===== config.mk =====
export PLATFORM = sky130hd
export DESIGN_NAME = sbcf_parser
export DESIGN_NICKNAME = d
export VERILOG_FILES = /design/src/sbcf_pkg.sv /design/src/sbcf_parser.sv /design/src/sbcf_beam_mem.sv
export VERILOG_INCLUDE_DIRS = /design/src /design/src/src
export SDC_FILE = /design/constraint.sdc
export NUM_CORES = 2
export LEC_CHECK = 0
export ABC_CLOCK_PERIOD_IN_PS = 5290
export BUFFER_PORTS_ARGS = -buffer_cell sky130_fd_sc_hd__buf_4
export CAP_MARGIN = 20
export CORE_MARGIN = 3
export CORE_UTILIZATION = 55
export DETAILED_ROUTE_END_ITERATION = 10
export MAX_ROUTING_LAYER = met4
export PLACE_DENSITY = 0.8
export RECOVER_POWER = 100
export SETUP_SLACK_MARGIN = 0.4
export SYNTH_ARGS = -nofsm -noshare
export SYNTH_HDL_FRONTEND = slang
export SYNTH_SLANG_ARGS = --single-unit

===== constraint.sdc =====
create_clock -name clk_sys_i -period 5.29 [get_ports clk_sys_i]
set_input_delay 0.7935 -clock clk_sys_i [delete_from_list [all_inputs] [get_ports clk_sys_i]]
set_output_delay 0.7935 -clock clk_sys_i [all_outputs]
set_load 0.02 [all_outputs]

===== src/sbcf_regs.svh =====
// Byte positions, register offsets and reset values of the beam configuration parser.
`ifndef SBCF_REGS_SVH
`define SBCF_REGS_SVH
`define SBCF_FIRST_SYM_POS 16'h000b
`define SBCF_CMD_TYPE_POS  16'h0010
`define SBCF_HDR_LAST      16'h0017
`define SBCF_MASK_POS      16'h0018
`define SBCF_GRP_POS       16'h001a
`define SBCF_RSV_LAST      16'h001f
`define SBCF_CMD_BEAM      8'h01
`define SBCF_ALIGN_MASK    2'h3
`define SBCF_ADDR_CFG      8'h00
`define SBCF_ADDR_STATUS   8'h04
`define SBCF_ADDR_MASK     8'h08
`define SBCF_ADDR_GROUP    8'h0c
`define SBCF_ADDR_TBL_IDX  8'h10
`define SBCF_ADDR_TBL_DATA 8'h14
`define SBCF_BEAMS_RST     8'h01
`define SBCF_WLEN_RST      8'h00
`define SBCF_RESP_OKAY     2'h0
`define SBCF_RESP_SLVERR   2'h2
`endif


===== src/sbcf_pkg.sv =====
// Types shared by the beam configuration parser.
package sbcf_pkg;
	typedef enum logic [11:0] {
		S_HDR     = 12'h001,
		S_MASK_HI = 12'h002,
		S_MASK_LO = 12'h004,
		S_GRP_HI  = 12'h008,
		S_GRP_LO  = 12'h010,
		S_CHDR    = 12'h020,
		S_RSV     = 12'h040,
		S_BEAM_HI = 12'h080,
		S_BEAM_LO = 12'h100,
		S_WGT     = 12'h200,
		S_PAD     = 12'h400,
		S_DONE    = 12'h800
	} sbcf_state_t;
endpackage : sbcf_pkg


===== src/sbcf_parser.sv =====
// Parser of the slot-level time-domain beam configuration command, with AXI4-Lite registers.
// What this block does
// - Eight-octet transport header, then section header from the ninth octet.
// - Command header from octet 17; symbol mask body starts at octet 25.
// - Weight-disabled entries carry only beam numbers, no parameters nor weights.
// - Each entry starts with two octets: weight flag, then fifteen-bit beam number.
// - With weights, each entry is zero padded to a four-byte boundary.
// - Without weights, padding occurs once, after the last beam entry.
// - Disable bit precedes the beam group; set means group only.
// - Mask bits before the first symbol index are ignored.
`timescale 1ns/1ps
`include "sbcf_regs.svh"
module sbcf_parser
	import sbcf_pkg::*;
(
	input  wire logic        clk_sys_i,
	input  wire logic        nrst_i,
	input  wire logic        rx_valid_i,
	input  wire logic [7:0]  rx_data_i,
	input  wire logic        rx_last_i,
	output logic             beam_valid_o,
	output logic      [14:0] beam_number_o,
	output logic             beam_weight_disable_o,
	output logic             msg_done_o,
	output logic             msg_error_o,
	output logic      [13:0] symbol_apply_mask_o,
	input  wire logic        s_axi_awvalid,
	output logic             s_axi_awready,
	input  wire logic [7:0]  s_axi_awaddr,
	input  wire logic        s_axi_wvalid,
	output logic             s_axi_wready,
	input  wire logic [31:0] s_axi_wdata,
	input  wire logic [3:0]  s_axi_wstrb,
	output logic             s_axi_bvalid,
	input  wire logic        s_axi_bready,
	output logic      [1:0]  s_axi_bresp,
	input  wire logic        s_axi_arvalid,
	output logic             s_axi_arready,
	input  wire logic [7:0]  s_axi_araddr,
	output logic             s_axi_rvalid,
	input  wire logic        s_axi_rready,
	output logic      [31:0] s_axi_rdata,
	output logic      [1:0]  s_axi_rresp
);
	sbcf_state_t state;
	sbcf_state_t next_state;
	logic [15:0] byte_idx;
	logic [15:0] nidx;
	logic [7:0]  cmd_type;
	logic [5:0]  first_symbol_index;
	logic [13:0] mask_raw;
	logic [13:0] mask_keep;
	logic        beam_number_disable;
	logic [14:0] time_beam_group;
	logic [7:0]  weight_compression_header;
	logic        weight_disable;
	logic [6:0]  beam_hi;
	logic [7:0]  beam_cnt;
	logic [7:0]  wgt_cnt;
	logic        last_entry;
	logic [7:0]  cfg_beams;
	logic [7:0]  cfg_wlen;
	logic [7:0]  tbl_idx;
	logic [15:0] tbl_rdata;
	logic        aw_held;
	logic        w_held;
	logic [7:0]  aw_addr;
	logic [31:0] w_data;
	logic [3:0]  w_strb;
	logic        do_write;
	logic        take_byte;
	logic        msg_ok;

	assign take_byte = rx_valid_i;
	assign nidx = byte_idx + 16'h0001;
	assign last_entry = (beam_cnt + 8'h01) == cfg_beams;
	assign mask_keep = ~((14'h0001 << first_symbol_index) - 14'h0001);

	always_comb begin
		next_state = state;
		case (state)
			S_HDR: if (byte_idx == `SBCF_HDR_LAST) next_state = S_MASK_HI;
			S_MASK_HI: next_state = S_MASK_LO;
			S_MASK_LO: next_state = S_GRP_HI;
			S_GRP_HI: next_state = S_GRP_LO;
			S_GRP_LO: next_state = S_CHDR;
			S_CHDR: next_state = S_RSV;
			S_RSV: begin
				if (byte_idx == `SBCF_RSV_LAST) begin
					next_state = (beam_number_disable || cfg_beams == 8'h00) ? S_DONE : S_BEAM_HI;
				end
			end
			S_BEAM_HI: next_state = S_BEAM_LO;
			S_BEAM_LO: begin
				if (!weight_disable && cfg_wlen != 8'h00) begin
					next_state = S_WGT;
				end else if (weight_disable && !last_entry) begin
					next_state = S_BEAM_HI;
				end else if ((nidx[1:0] & `SBCF_ALIGN_MASK) != 2'h0) begin
					next_state = S_PAD;
				end else begin
					next_state = last_entry ? S_DONE : S_BEAM_HI;
				end
			end
			S_WGT: begin
				if (wgt_cnt == 8'h01) begin
					if ((nidx[1:0] & `SBCF_ALIGN_MASK) != 2'h0) next_state = S_PAD;
					else next_state = (beam_cnt == cfg_beams) ? S_DONE : S_BEAM_HI;
				end
			end
			S_PAD: begin
				if ((nidx[1:0] & `SBCF_ALIGN_MASK) == 2'h0) begin
					next_state = (beam_cnt == cfg_beams) ? S_DONE : S_BEAM_HI;
				end
			end
			S_DONE: next_state = S_DONE;
			default: next_state = S_HDR;
		endcase
	end

	assign msg_ok = (next_state == S_DONE) && (cmd_type == `SBCF_CMD_BEAM);

	always_ff @(posedge clk_sys_i or negedge nrst_i) begin
		if (!nrst_i) begin
			state <= S_HDR;
			byte_idx <= 16'h0000;
		end else if (take_byte && rx_last_i) begin
			state <= S_HDR;
			byte_idx <= 16'h0000;
		end else if (take_byte) begin
			state <= next_state;
			byte_idx <= nidx;
		end
	end

	always_ff @(posedge clk_sys_i or negedge nrst_i) begin
		if (!nrst_i) begin
			cmd_type <= 8'h00;
			first_symbol_index <= 6'h00;
			mask_raw <= 14'h0000;
			beam_number_disable <= 1'b0;
			time_beam_group <= 15'h0000;
			weight_compression_header <= 8'h00;
		end else if (take_byte) begin
			if (state == S_HDR && byte_idx == `SBCF_CMD_TYPE_POS) cmd_type <= rx_data_i;
			if (state == S_HDR && byte_idx == `SBCF_FIRST_SYM_POS) begin
				first_symbol_index <= rx_data_i[5:0];
			end
			if (state == S_MASK_HI) mask_raw[13:8] <= rx_data_i[5:0];
			if (state == S_MASK_LO) mask_raw[7:0] <= rx_data_i;
			if (state == S_GRP_HI) begin
				beam_number_disable <= rx_data_i[7];
				time_beam_group[14:8] <= rx_data_i[6:0];
			end
			if (state == S_GRP_LO) time_beam_group[7:0] <= rx_data_i;
			if (state == S_CHDR) weight_compression_header <= rx_data_i;
		end
	end

	always_ff @(posedge clk_sys_i or negedge nrst_i) begin
		if (!nrst_i) begin
			weight_disable <= 1'b0;
			beam_hi <= 7'h00;
			beam_cnt <= 8'h00;
			wgt_cnt <= 8'h00;
		end else if (take_byte && rx_last_i) begin
			beam_cnt <= 8'h00;
		end else if (take_byte) begin
			if (state == S_BEAM_HI) begin
				weight_disable <= rx_data_i[7];
				beam_hi <= rx_data_i[6:0];
			end
			if (state == S_BEAM_LO) begin
				beam_cnt <= beam_cnt + 8'h01;
				wgt_cnt <= cfg_wlen;
			end
			if (state == S_WGT) wgt_cnt <= wgt_cnt - 8'h01;
		end
	end

	always_ff @(posedge clk_sys_i or negedge nrst_i) begin
		if (!nrst_i) begin
			beam_valid_o <= 1'b0;
			beam_number_o <= 15'h0000;
			beam_weight_disable_o <= 1'b0;
			msg_done_o <= 1'b0;
			msg_error_o <= 1'b0;
			symbol_apply_mask_o <= 14'h0000;
		end else begin
			beam_valid_o <= take_byte && state == S_BEAM_LO;
			if (take_byte && state == S_BEAM_LO) begin
				beam_number_o <= {beam_hi, rx_data_i};
				beam_weight_disable_o <= weight_disable;
			end
			msg_done_o <= take_byte && rx_last_i;
			if (take_byte && rx_last_i) msg_error_o <= !msg_ok;
			symbol_apply_mask_o <= mask_raw & mask_keep;
		end
	end

	sbcf_beam_mem u_mem (
		.clk_sys_i (clk_sys_i),
		.wr_en_i   (take_byte && state == S_BEAM_LO),
		.wr_addr_i (beam_cnt),
		.wr_data_i ({weight_disable, beam_hi, rx_data_i}),
		.rd_addr_i (tbl_idx),
		.rd_data_o (tbl_rdata)
	);

	// Address and data are held separately so the master may offer them in either order.
	assign do_write = aw_held && w_held && !s_axi_bvalid;

	always_ff @(posedge clk_sys_i or negedge nrst_i) begin
		if (!nrst_i) begin
			aw_held <= 1'b0;
			w_held <= 1'b0;
			aw_addr <= 8'h00;
			w_data <= 32'h0000_0000;
			w_strb <= 4'h0;
			s_axi_awready <= 1'b1;
			s_axi_wready <= 1'b1;
			s_axi_bvalid <= 1'b0;
			s_axi_bresp <= `SBCF_RESP_OKAY;
		end else begin
			if (s_axi_awvalid && s_axi_awready) begin
				aw_held <= 1'b1;
				aw_addr <= s_axi_awaddr;
				s_axi_awready <= 1'b0;
			end
			if (s_axi_wvalid && s_axi_wready) begin
				w_held <= 1'b1;
				w_data <= s_axi_wdata;
				w_strb <= s_axi_wstrb;
				s_axi_wready <= 1'b0;
			end
			if (do_write) begin
				aw_held <= 1'b0;
				w_held <= 1'b0;
				s_axi_bvalid <= 1'b1;
				s_axi_bresp <= (aw_addr == `SBCF_ADDR_CFG || aw_addr == `SBCF_ADDR_TBL_IDX)
					? `SBCF_RESP_OKAY : `SBCF_RESP_SLVERR;
			end
			if (s_axi_bvalid && s_axi_bready) begin
				s_axi_bvalid <= 1'b0;
				s_axi_awready <= 1'b1;
				s_axi_wready <= 1'b1;
			end
		end
	end

	always_ff @(posedge clk_sys_i or negedge nrst_i) begin
		if (!nrst_i) begin
			cfg_beams <= `SBCF_BEAMS_RST;
			cfg_wlen <= `SBCF_WLEN_RST;
			tbl_idx <= 8'h00;
		end else if (do_write) begin
			if (aw_addr == `SBCF_ADDR_CFG) begin
				if (w_strb[0]) cfg_beams <= w_data[7:0];
				if (w_strb[1]) cfg_wlen <= w_data[15:8];
			end else if (aw_addr == `SBCF_ADDR_TBL_IDX) begin
				if (w_strb[0]) tbl_idx <= w_data[7:0];
			end
		end
	end

	always_ff @(posedge clk_sys_i or negedge nrst_i) begin
		if (!nrst_i) begin
			s_axi_arready <= 1'b1;
			s_axi_rvalid <= 1'b0;
			s_axi_rdata <= 32'h0000_0000;
			s_axi_rresp <= `SBCF_RESP_OKAY;
		end else if (s_axi_arvalid && s_axi_arready) begin
			s_axi_arready <= 1'b0;
			s_axi_rvalid <= 1'b1;
			s_axi_rresp <= `SBCF_RESP_OKAY;
			if (s_axi_araddr == `SBCF_ADDR_CFG) begin
				s_axi_rdata <= {16'h0000, cfg_wlen, cfg_beams};
			end else if (s_axi_araddr == `SBCF_ADDR_STATUS) begin
				s_axi_rdata <= {8'h00, beam_cnt, cmd_type, 6'h00, msg_error_o, state == S_DONE};
			end else if (s_axi_araddr == `SBCF_ADDR_MASK) begin
				s_axi_rdata <= {10'h000, first_symbol_index, 2'h0, symbol_apply_mask_o};
			end else if (s_axi_araddr == `SBCF_ADDR_GROUP) begin
				s_axi_rdata <= {8'h00, weight_compression_header, beam_number_disable,
					time_beam_group};
			end else if (s_axi_araddr == `SBCF_ADDR_TBL_IDX) begin
				s_axi_rdata <= {24'h000000, tbl_idx};
			end else if (s_axi_araddr == `SBCF_ADDR_TBL_DATA) begin
				s_axi_rdata <= {16'h0000, tbl_rdata};
			end else begin
				s_axi_rdata <= 32'h0000_0000;
				s_axi_rresp <= `SBCF_RESP_SLVERR;
			end
		end else if (s_axi_rvalid && s_axi_rready) begin
			s_axi_rvalid <= 1'b0;
			s_axi_arready <= 1'b1;
		end
	end
endmodule : sbcf_parser


===== src/sbcf_beam_mem.sv =====
// Beam entry table with a registered read port.
`timescale 1ns/1ps
module sbcf_beam_mem (
	input  wire logic        clk_sys_i,
	input  wire logic        wr_en_i,
	input  wire logic [7:0]  wr_addr_i,
	input  wire logic [15:0] wr_data_i,
	input  wire logic [7:0]  rd_addr_i,
	output logic      [15:0] rd_data_o
);
	logic [15:0] mem [0:255];

	always_ff @(posedge clk_sys_i) begin
		if (wr_en_i) begin
			mem[wr_addr_i] <= wr_data_i;
		end
	end

	always_ff @(posedge clk_sys_i) begin
		rd_data_o <= mem[rd_addr_i];
	end
endmodule : sbcf_beam_mem


* Yosys cells after proc, flatten, opt, wreduce, memory -nomap -nowiden
Memory sizes are Yosys's and may differ from the RTL's. A register that Yosys moved wholly into a read port is not among the register bits.
Cells that the tools add are included.
** Operators by class
- Add/subtract/negate cells :: 4
- Equality and inequality tests :: 27
- Shift operators :: 1
- Muxes and demuxes :: 50
- Bitwise gates (word level) :: 4
- Reductions and logical operators :: 48
** Operators by type and width (number)
- 12-bit two-way mux :: 13
- 12-bit case mux with 12 select lines :: 1
- 24-bit two-way mux :: 4
- 16-bit two-way mux :: 4
- 16-bit by 5-bit == test with 1-bit output, second input constant :: 3
- 8-bit two-way mux :: 5
- 12-bit == test, second input constant :: 2
- 8-bit by 5-bit == test with 1-bit output, second input constant :: 3
- 8-bit logical NOT :: 3
- 2-bit nonzero test :: 10
- 16-bit by 1-bit adder with 16-bit output, second input constant :: 1
- 16-bit by 4-bit == test with 1-bit output, second input constant :: 1
- 8-bit by 1-bit == test with 1-bit output, second input constant :: 2
- 8-bit by 4-bit == test with 1-bit output, second input constant :: 2
- 8-bit == test :: 2
- 1-bit two-way mux :: 16
- 2-bit AND reduction :: 8
- 14-bit bitwise AND :: 1
- 1-bit logical AND :: 14
- 2-bit two-way mux :: 7
- 14-bit NOT :: 1
- 1-bit by 6-bit left shift with 14-bit output, first input constant :: 1
- 14-bit by 1-bit subtractor with 14-bit output, second input constant :: 1
- 12-bit by 1-bit == test with 1-bit output, second input constant :: 1
- 20 further kinds :: 28
** Storage, ports and cells
- Flip-flop bits (word level) :: 230
- Bits in writable memories :: 4096
- Bits of input ports :: 69
- Output and inout bits :: 74
- Word-level logic and storage cells :: 171
- Memories :: 1
** Memories
- u_mem.mem :: words 256, width 16, rd ports 1, clocked after Yosys merged registers in 1, wr ports 1, RTL line sbcf_beam_mem.sv:11 : logic [15:0] mem [0:255];

* Logic depth before layout (Yosys ltp)
- Depth after elaboration :: 10
- Depth in mapped cells :: 12
- Gate-level depth less buffers :: 8

* By module
From an unflattened synthesis, not the netlist that was laid out.
** Second synthesis, totals
- Cell total of the unflattened synthesis :: 8324
- Area, all modules :: 169296.1 µm²
** By module, submodules not included
- sbcf_beam_mem :: times used 1, cells an instance 7360, area each 158714.7 µm²
- sbcf_parser :: times used 1, cells an instance 964, area each 10581.4 µm²

* Least setup slack after synthesis
Ideal clock, no wire load.
- Path type :: flip-flop to flip-flop
- From :: register weight_disable
- To :: register msg_error_o
- Library setup time :: 0.126 ns
- Arrival :: 4.457 ns
- Data required time :: 5.164 ns
- Setup slack :: 0.707 ns
- Stages on the path, launching flop included :: 5
- Clock period less this slack :: 4.583 ns
- Cell sequence :: dfrtp_1 a21oi_1 or3_1 o2111a_1 o32a_1
** On the way
- Word-level cells in the longest chain between the ends :: 7
- Elaborated cells on any way between the ends :: 9
- Those cells by class :: 1 x eq/ne; 3 x mux; 5 x reduce/logical
** RTL lines
- start, declared :: RTL line sbcf_parser.sv:56 : logic weight_disable;
- start signal, assigned :: RTL line sbcf_parser.sv:170 : weight_disable <= rx_data_i[7];
- 1-bit logical AND or 1-bit logical NOT (tied branches) :: RTL line sbcf_parser.sv:97, sbcf_parser.sv:95
- 12-bit two-way mux or 1-bit logical AND (tied branches) :: RTL line sbcf_parser.sv:97, sbcf_parser.sv:95
- 12-bit two-way mux (*) :: RTL line sbcf_parser.sv:95 : if (!weight_disable && cfg_wlen != 8'h00) begin
- 12-bit case mux with 12 select lines (*) :: RTL line sbcf_parser.sv:81 : case (state)
- 12-bit == test (*) :: RTL line sbcf_parser.sv:121 : assign msg_ok = (next_state == S_DONE) && (cmd_type == `SBCF_CMD_BEAM);
- 1-bit logical AND (*) :: RTL line sbcf_parser.sv:121
- 1-bit logical NOT (*) :: RTL line sbcf_parser.sv:196 : if (take_byte && rx_last_i) msg_error_o <= !msg_ok;
- end signal, assigned :: RTL line sbcf_parser.sv:196
- end, declared :: RTL line sbcf_parser.sv:25 : output logic msg_error_o,
Every way passes the cells marked *; elsewhere a longest branch is shown, timed or not.
A chain may end at the register's enable or synchronous reset.

==> flow_summary.ini <==
[outcome]
status = finished with violations
violations = max-capacitance violations, max-slew violations

[yosys]
yosysMostFrequentCell = edfxtp_1
synth_top_family_by_area = multiplexers
synth-simple-area-share_pct = 2.552
synthTopCellsByCount = edfxtp_1, mux4_2, mux2i_1
synth_ff_type = edfxtp_1
synthArstFlopShare_pct = 5.078
syn-cell-area_mm2 = 0.1687
synth_edf_count = 4096
synth_mux_area_share_pct = 15.36
synthTopCellsByArea = edfxtp_1, mux4_2, mux2i_1
synth.distinct_cells = 88
yosysTopAreaCellShare_pct = 72.91
avgSynthCellArea_um2 = 20.63
synth_warnings = 0
synth-seq-cells = 4332
synth_compound_area_share_pct = 3.617
ys_seq_area_share_pct = 76.37
yosys.area_share.xor_xnor_pct = 0.1483
synth_top_cell_by_area = edfxtp_1
synthAdderAreaFrac_pct = 0.06676
syn-instance-count = 8178

[detailed_routing]
routed_wl_um = 456800
first_iter_violations = 15540
wl_per_cell_um = 34.69
dr_total_vias = 91100
viasPerCell = 6.917
dr.pass1.iters = 7
drc_errors = 0
ant_nets = 0

[clocking]
clock_latency_ns = 0.93
cts_tree = done
clock_path_buffers = 4
htreeDepth = 5
clock_sinks = 4332
cts_root_buf = clkbuf_16
postCtsSetupBuffers = 0
clkSlewWorstSetupHoldPaths_ns = 0.06
cts_buffers = 408

[sta]
rsz0062_at_grt = true
fin_crit_ns = 5.229
setup_viol = 0
setup_ws_ns = 0.06091
report.final.slew_viol_count = 2897
relSlewSlack_pct = -235.1
hold_violations = 0
skew_ns = 0.06990
worst_slew_pin_slew_ns = 5.027
tns_ns = 0
fin_crit_sh_pct = 98.85
max_freq_mhz = 191.2

[floorplanning]
die_area_mm2 = 0.3134
core-area_mm2 = 0.3040
initial_core_util_pct = 55.48
die_h_um = 559.8
rows = 202
die_w_um = 559.8
io-pin-count = 143

[finish]
areaGrowthSynthToFinish_pct = 11.81
final_util_pct = 62.03
drive_gt1_share_pct = 22.33
stdcell_area_mm2 = 0.1886
fin_nets = 8816

[placement]
place_area_mm2 = 0.1763
hpwl_um = 253500
port-buffer-count = 114
pre_cts_ws_ns = 0.4186
gp_congestion = 0.9841

[grt]
grt_max_degree = 201
grt_pass1_wl_um = 654300
globalRouteOverflowTotal = 0
track_usage_pct = 29.61
antenna_found_initial = 22
grt_pass1_vias = 90490

[critical_path]
required_ns = 6.00
worstSetupStartpointType = flip-flop
endpoint_kind = flip-flop
cp.arrival_ns = 5.94
crit_type = flip-flop to flip-flop
crit_fanout = 16

[flow_run]
max_cap_viol_count = 36

[hold_path]
hold_class = input port to flip-flop

[pwr]
vdd_ir_drop_max_v = 0.0002929
p_per_area_mw_per_mm2 = 376.8
power_leakage_nw = 58.39
fin_total_pwr_mw = 71.08
-- cells by family after synthesis --
kind of cell | Yosys count
flip-flops | 4332
multiplexers | 1517
AND/OR/NAND/NOR | 915
AO/OA/AOI/OAI | 852
buffers and inverters | 525
XOR/XNOR | 27
adder cells (fa/ha/maj) | 9
other | 1
-- registers in the layout, indices dropped and copies added, names as in the netlist, 6 cells and up --
name and flops:
beam_number_o 15, u_mem.rd_data_o 16, u_mem.mem 4096, symbol_apply_mask_o 14, cfg_wlen 8, beam_cnt 8
first_symbol_index 6, beam_hi 7, cmd_type 8, state 12, cfg_beams 8, weight_compression_header 8
tbl_idx 8, mask_raw 14, w_data 16, time_beam_group 15, aw_addr 8, byte_idx 16
wgt_cnt 8, s_axi_rdata 24
-- cells in the final DEF, fill, tap and decap left out, types with 19 or more instances in the layout --
cell type	netlist	final
edfxtp_1	4096	4096
mux4_2	839	839
mux2i_1	560	560
clkbuf_16	0	416
nor2_1	331	327
clkbuf_1	244	263
o221ai_1	241	241
buf_4	54	234
dfrtp_1	215	210
nand2_1	209	203
clkbuf_2	0	152
o22ai_1	150	150
a21oi_1	148	148
nor3_1	130	130
mux2_2	109	108
o21ai_0	96	98
clkinv_2	0	75
nor4_1	65	66
clkinv_1	2	65
bufinv_16	0	52
a22o_1	46	46
buf_12	18	42
a211oi_1	37	37
nand4_1	33	33
inv_1	29	28
nand3_1	26	26
diode_2	0	25
a221oi_1	24	24
and2_1	25	20
a22oi_1	19	19
-- path summary, 6_finish.rpt --
kind                                    from                endpoint  slack [ns]  cells after the start
max in group asynchronous             nrst_i              beam_hi[3]        1.81                      1
worst min-delay path            s_axi_bready            s_axi_bvalid        0.05                      2
worst max-delay path              tbl_idx[0]      u_mem.rd_data_o[8]        0.06                      6
min in group asynchronous             nrst_i        beam_number_o[2]        0.97                      1
worst max register to register    tbl_idx[0]      u_mem.rd_data_o[8]        0.06                      6
worst min register to register   mask_raw[2]  symbol_apply_mask_o[2]        0.46                      1
-- power by group --
part / internal [mW] / leakage (nW) / switching (mW)
clock network: 17.2 / 6.60 / 12.6
logic: 1.13 / 11.9 / 2.07
registers: 37.7 / 39.9 / 0.320
total: 56.0 / 58.4 / 15.0
-- worst max-delay path: stages, from the launching register on --
cell     delay, ns
dfrtp_1       1.78
buf_4         0.54
mux4_2        0.57
mux4_2        0.51
a22o_1        0.35
nor4_1        0.97
nor4_1        0.24
-- per-stage QoR --
stage / std cells / hold slack [ns]
after floorplan: 8187 / 0.4474
after global placement: 12400 / 0.4629
after detailed placement: 12400 / 0.4680
after CTS: 13140 / 0.005202
after global routing: 13160 / 0.07485
final: 13170 / 0.05127
-- routing by layer --
metal / part of all wire [%] / global-route usage [%] / up-vias / routed length (µm)
li1: - / - / 35320 / -
met2: 47 / 44.60 / 7624 / 214000
met1: 34 / 37.33 / 46610 / 153400
met4: 5.9 / 13.91 / 0 / 27020
met3: 14 / 8.734 / 1545 / 62380
met5: 0 / - / - / 0
-- final cells by class --
type	count	area, µm²
clock buffers	505	10920
repair buffers	633	4203
multi-input cells	3330	36740
inverters	33	136.4
diodes	25	62.56
flip-flops and latches	4332	128800
well taps	4080	5105
fillers	19430	115400
clock inverters	232	2599
-- repair_timing --
item	CTS	global route
setup endpoints to repair	70	15
cloned	0	0
resized for setup	1	1
hold buffers	3	0
pin swaps	0	0
hold endpoints to repair	3	0
No activity file was read; power rests on OpenSTA's default activity.
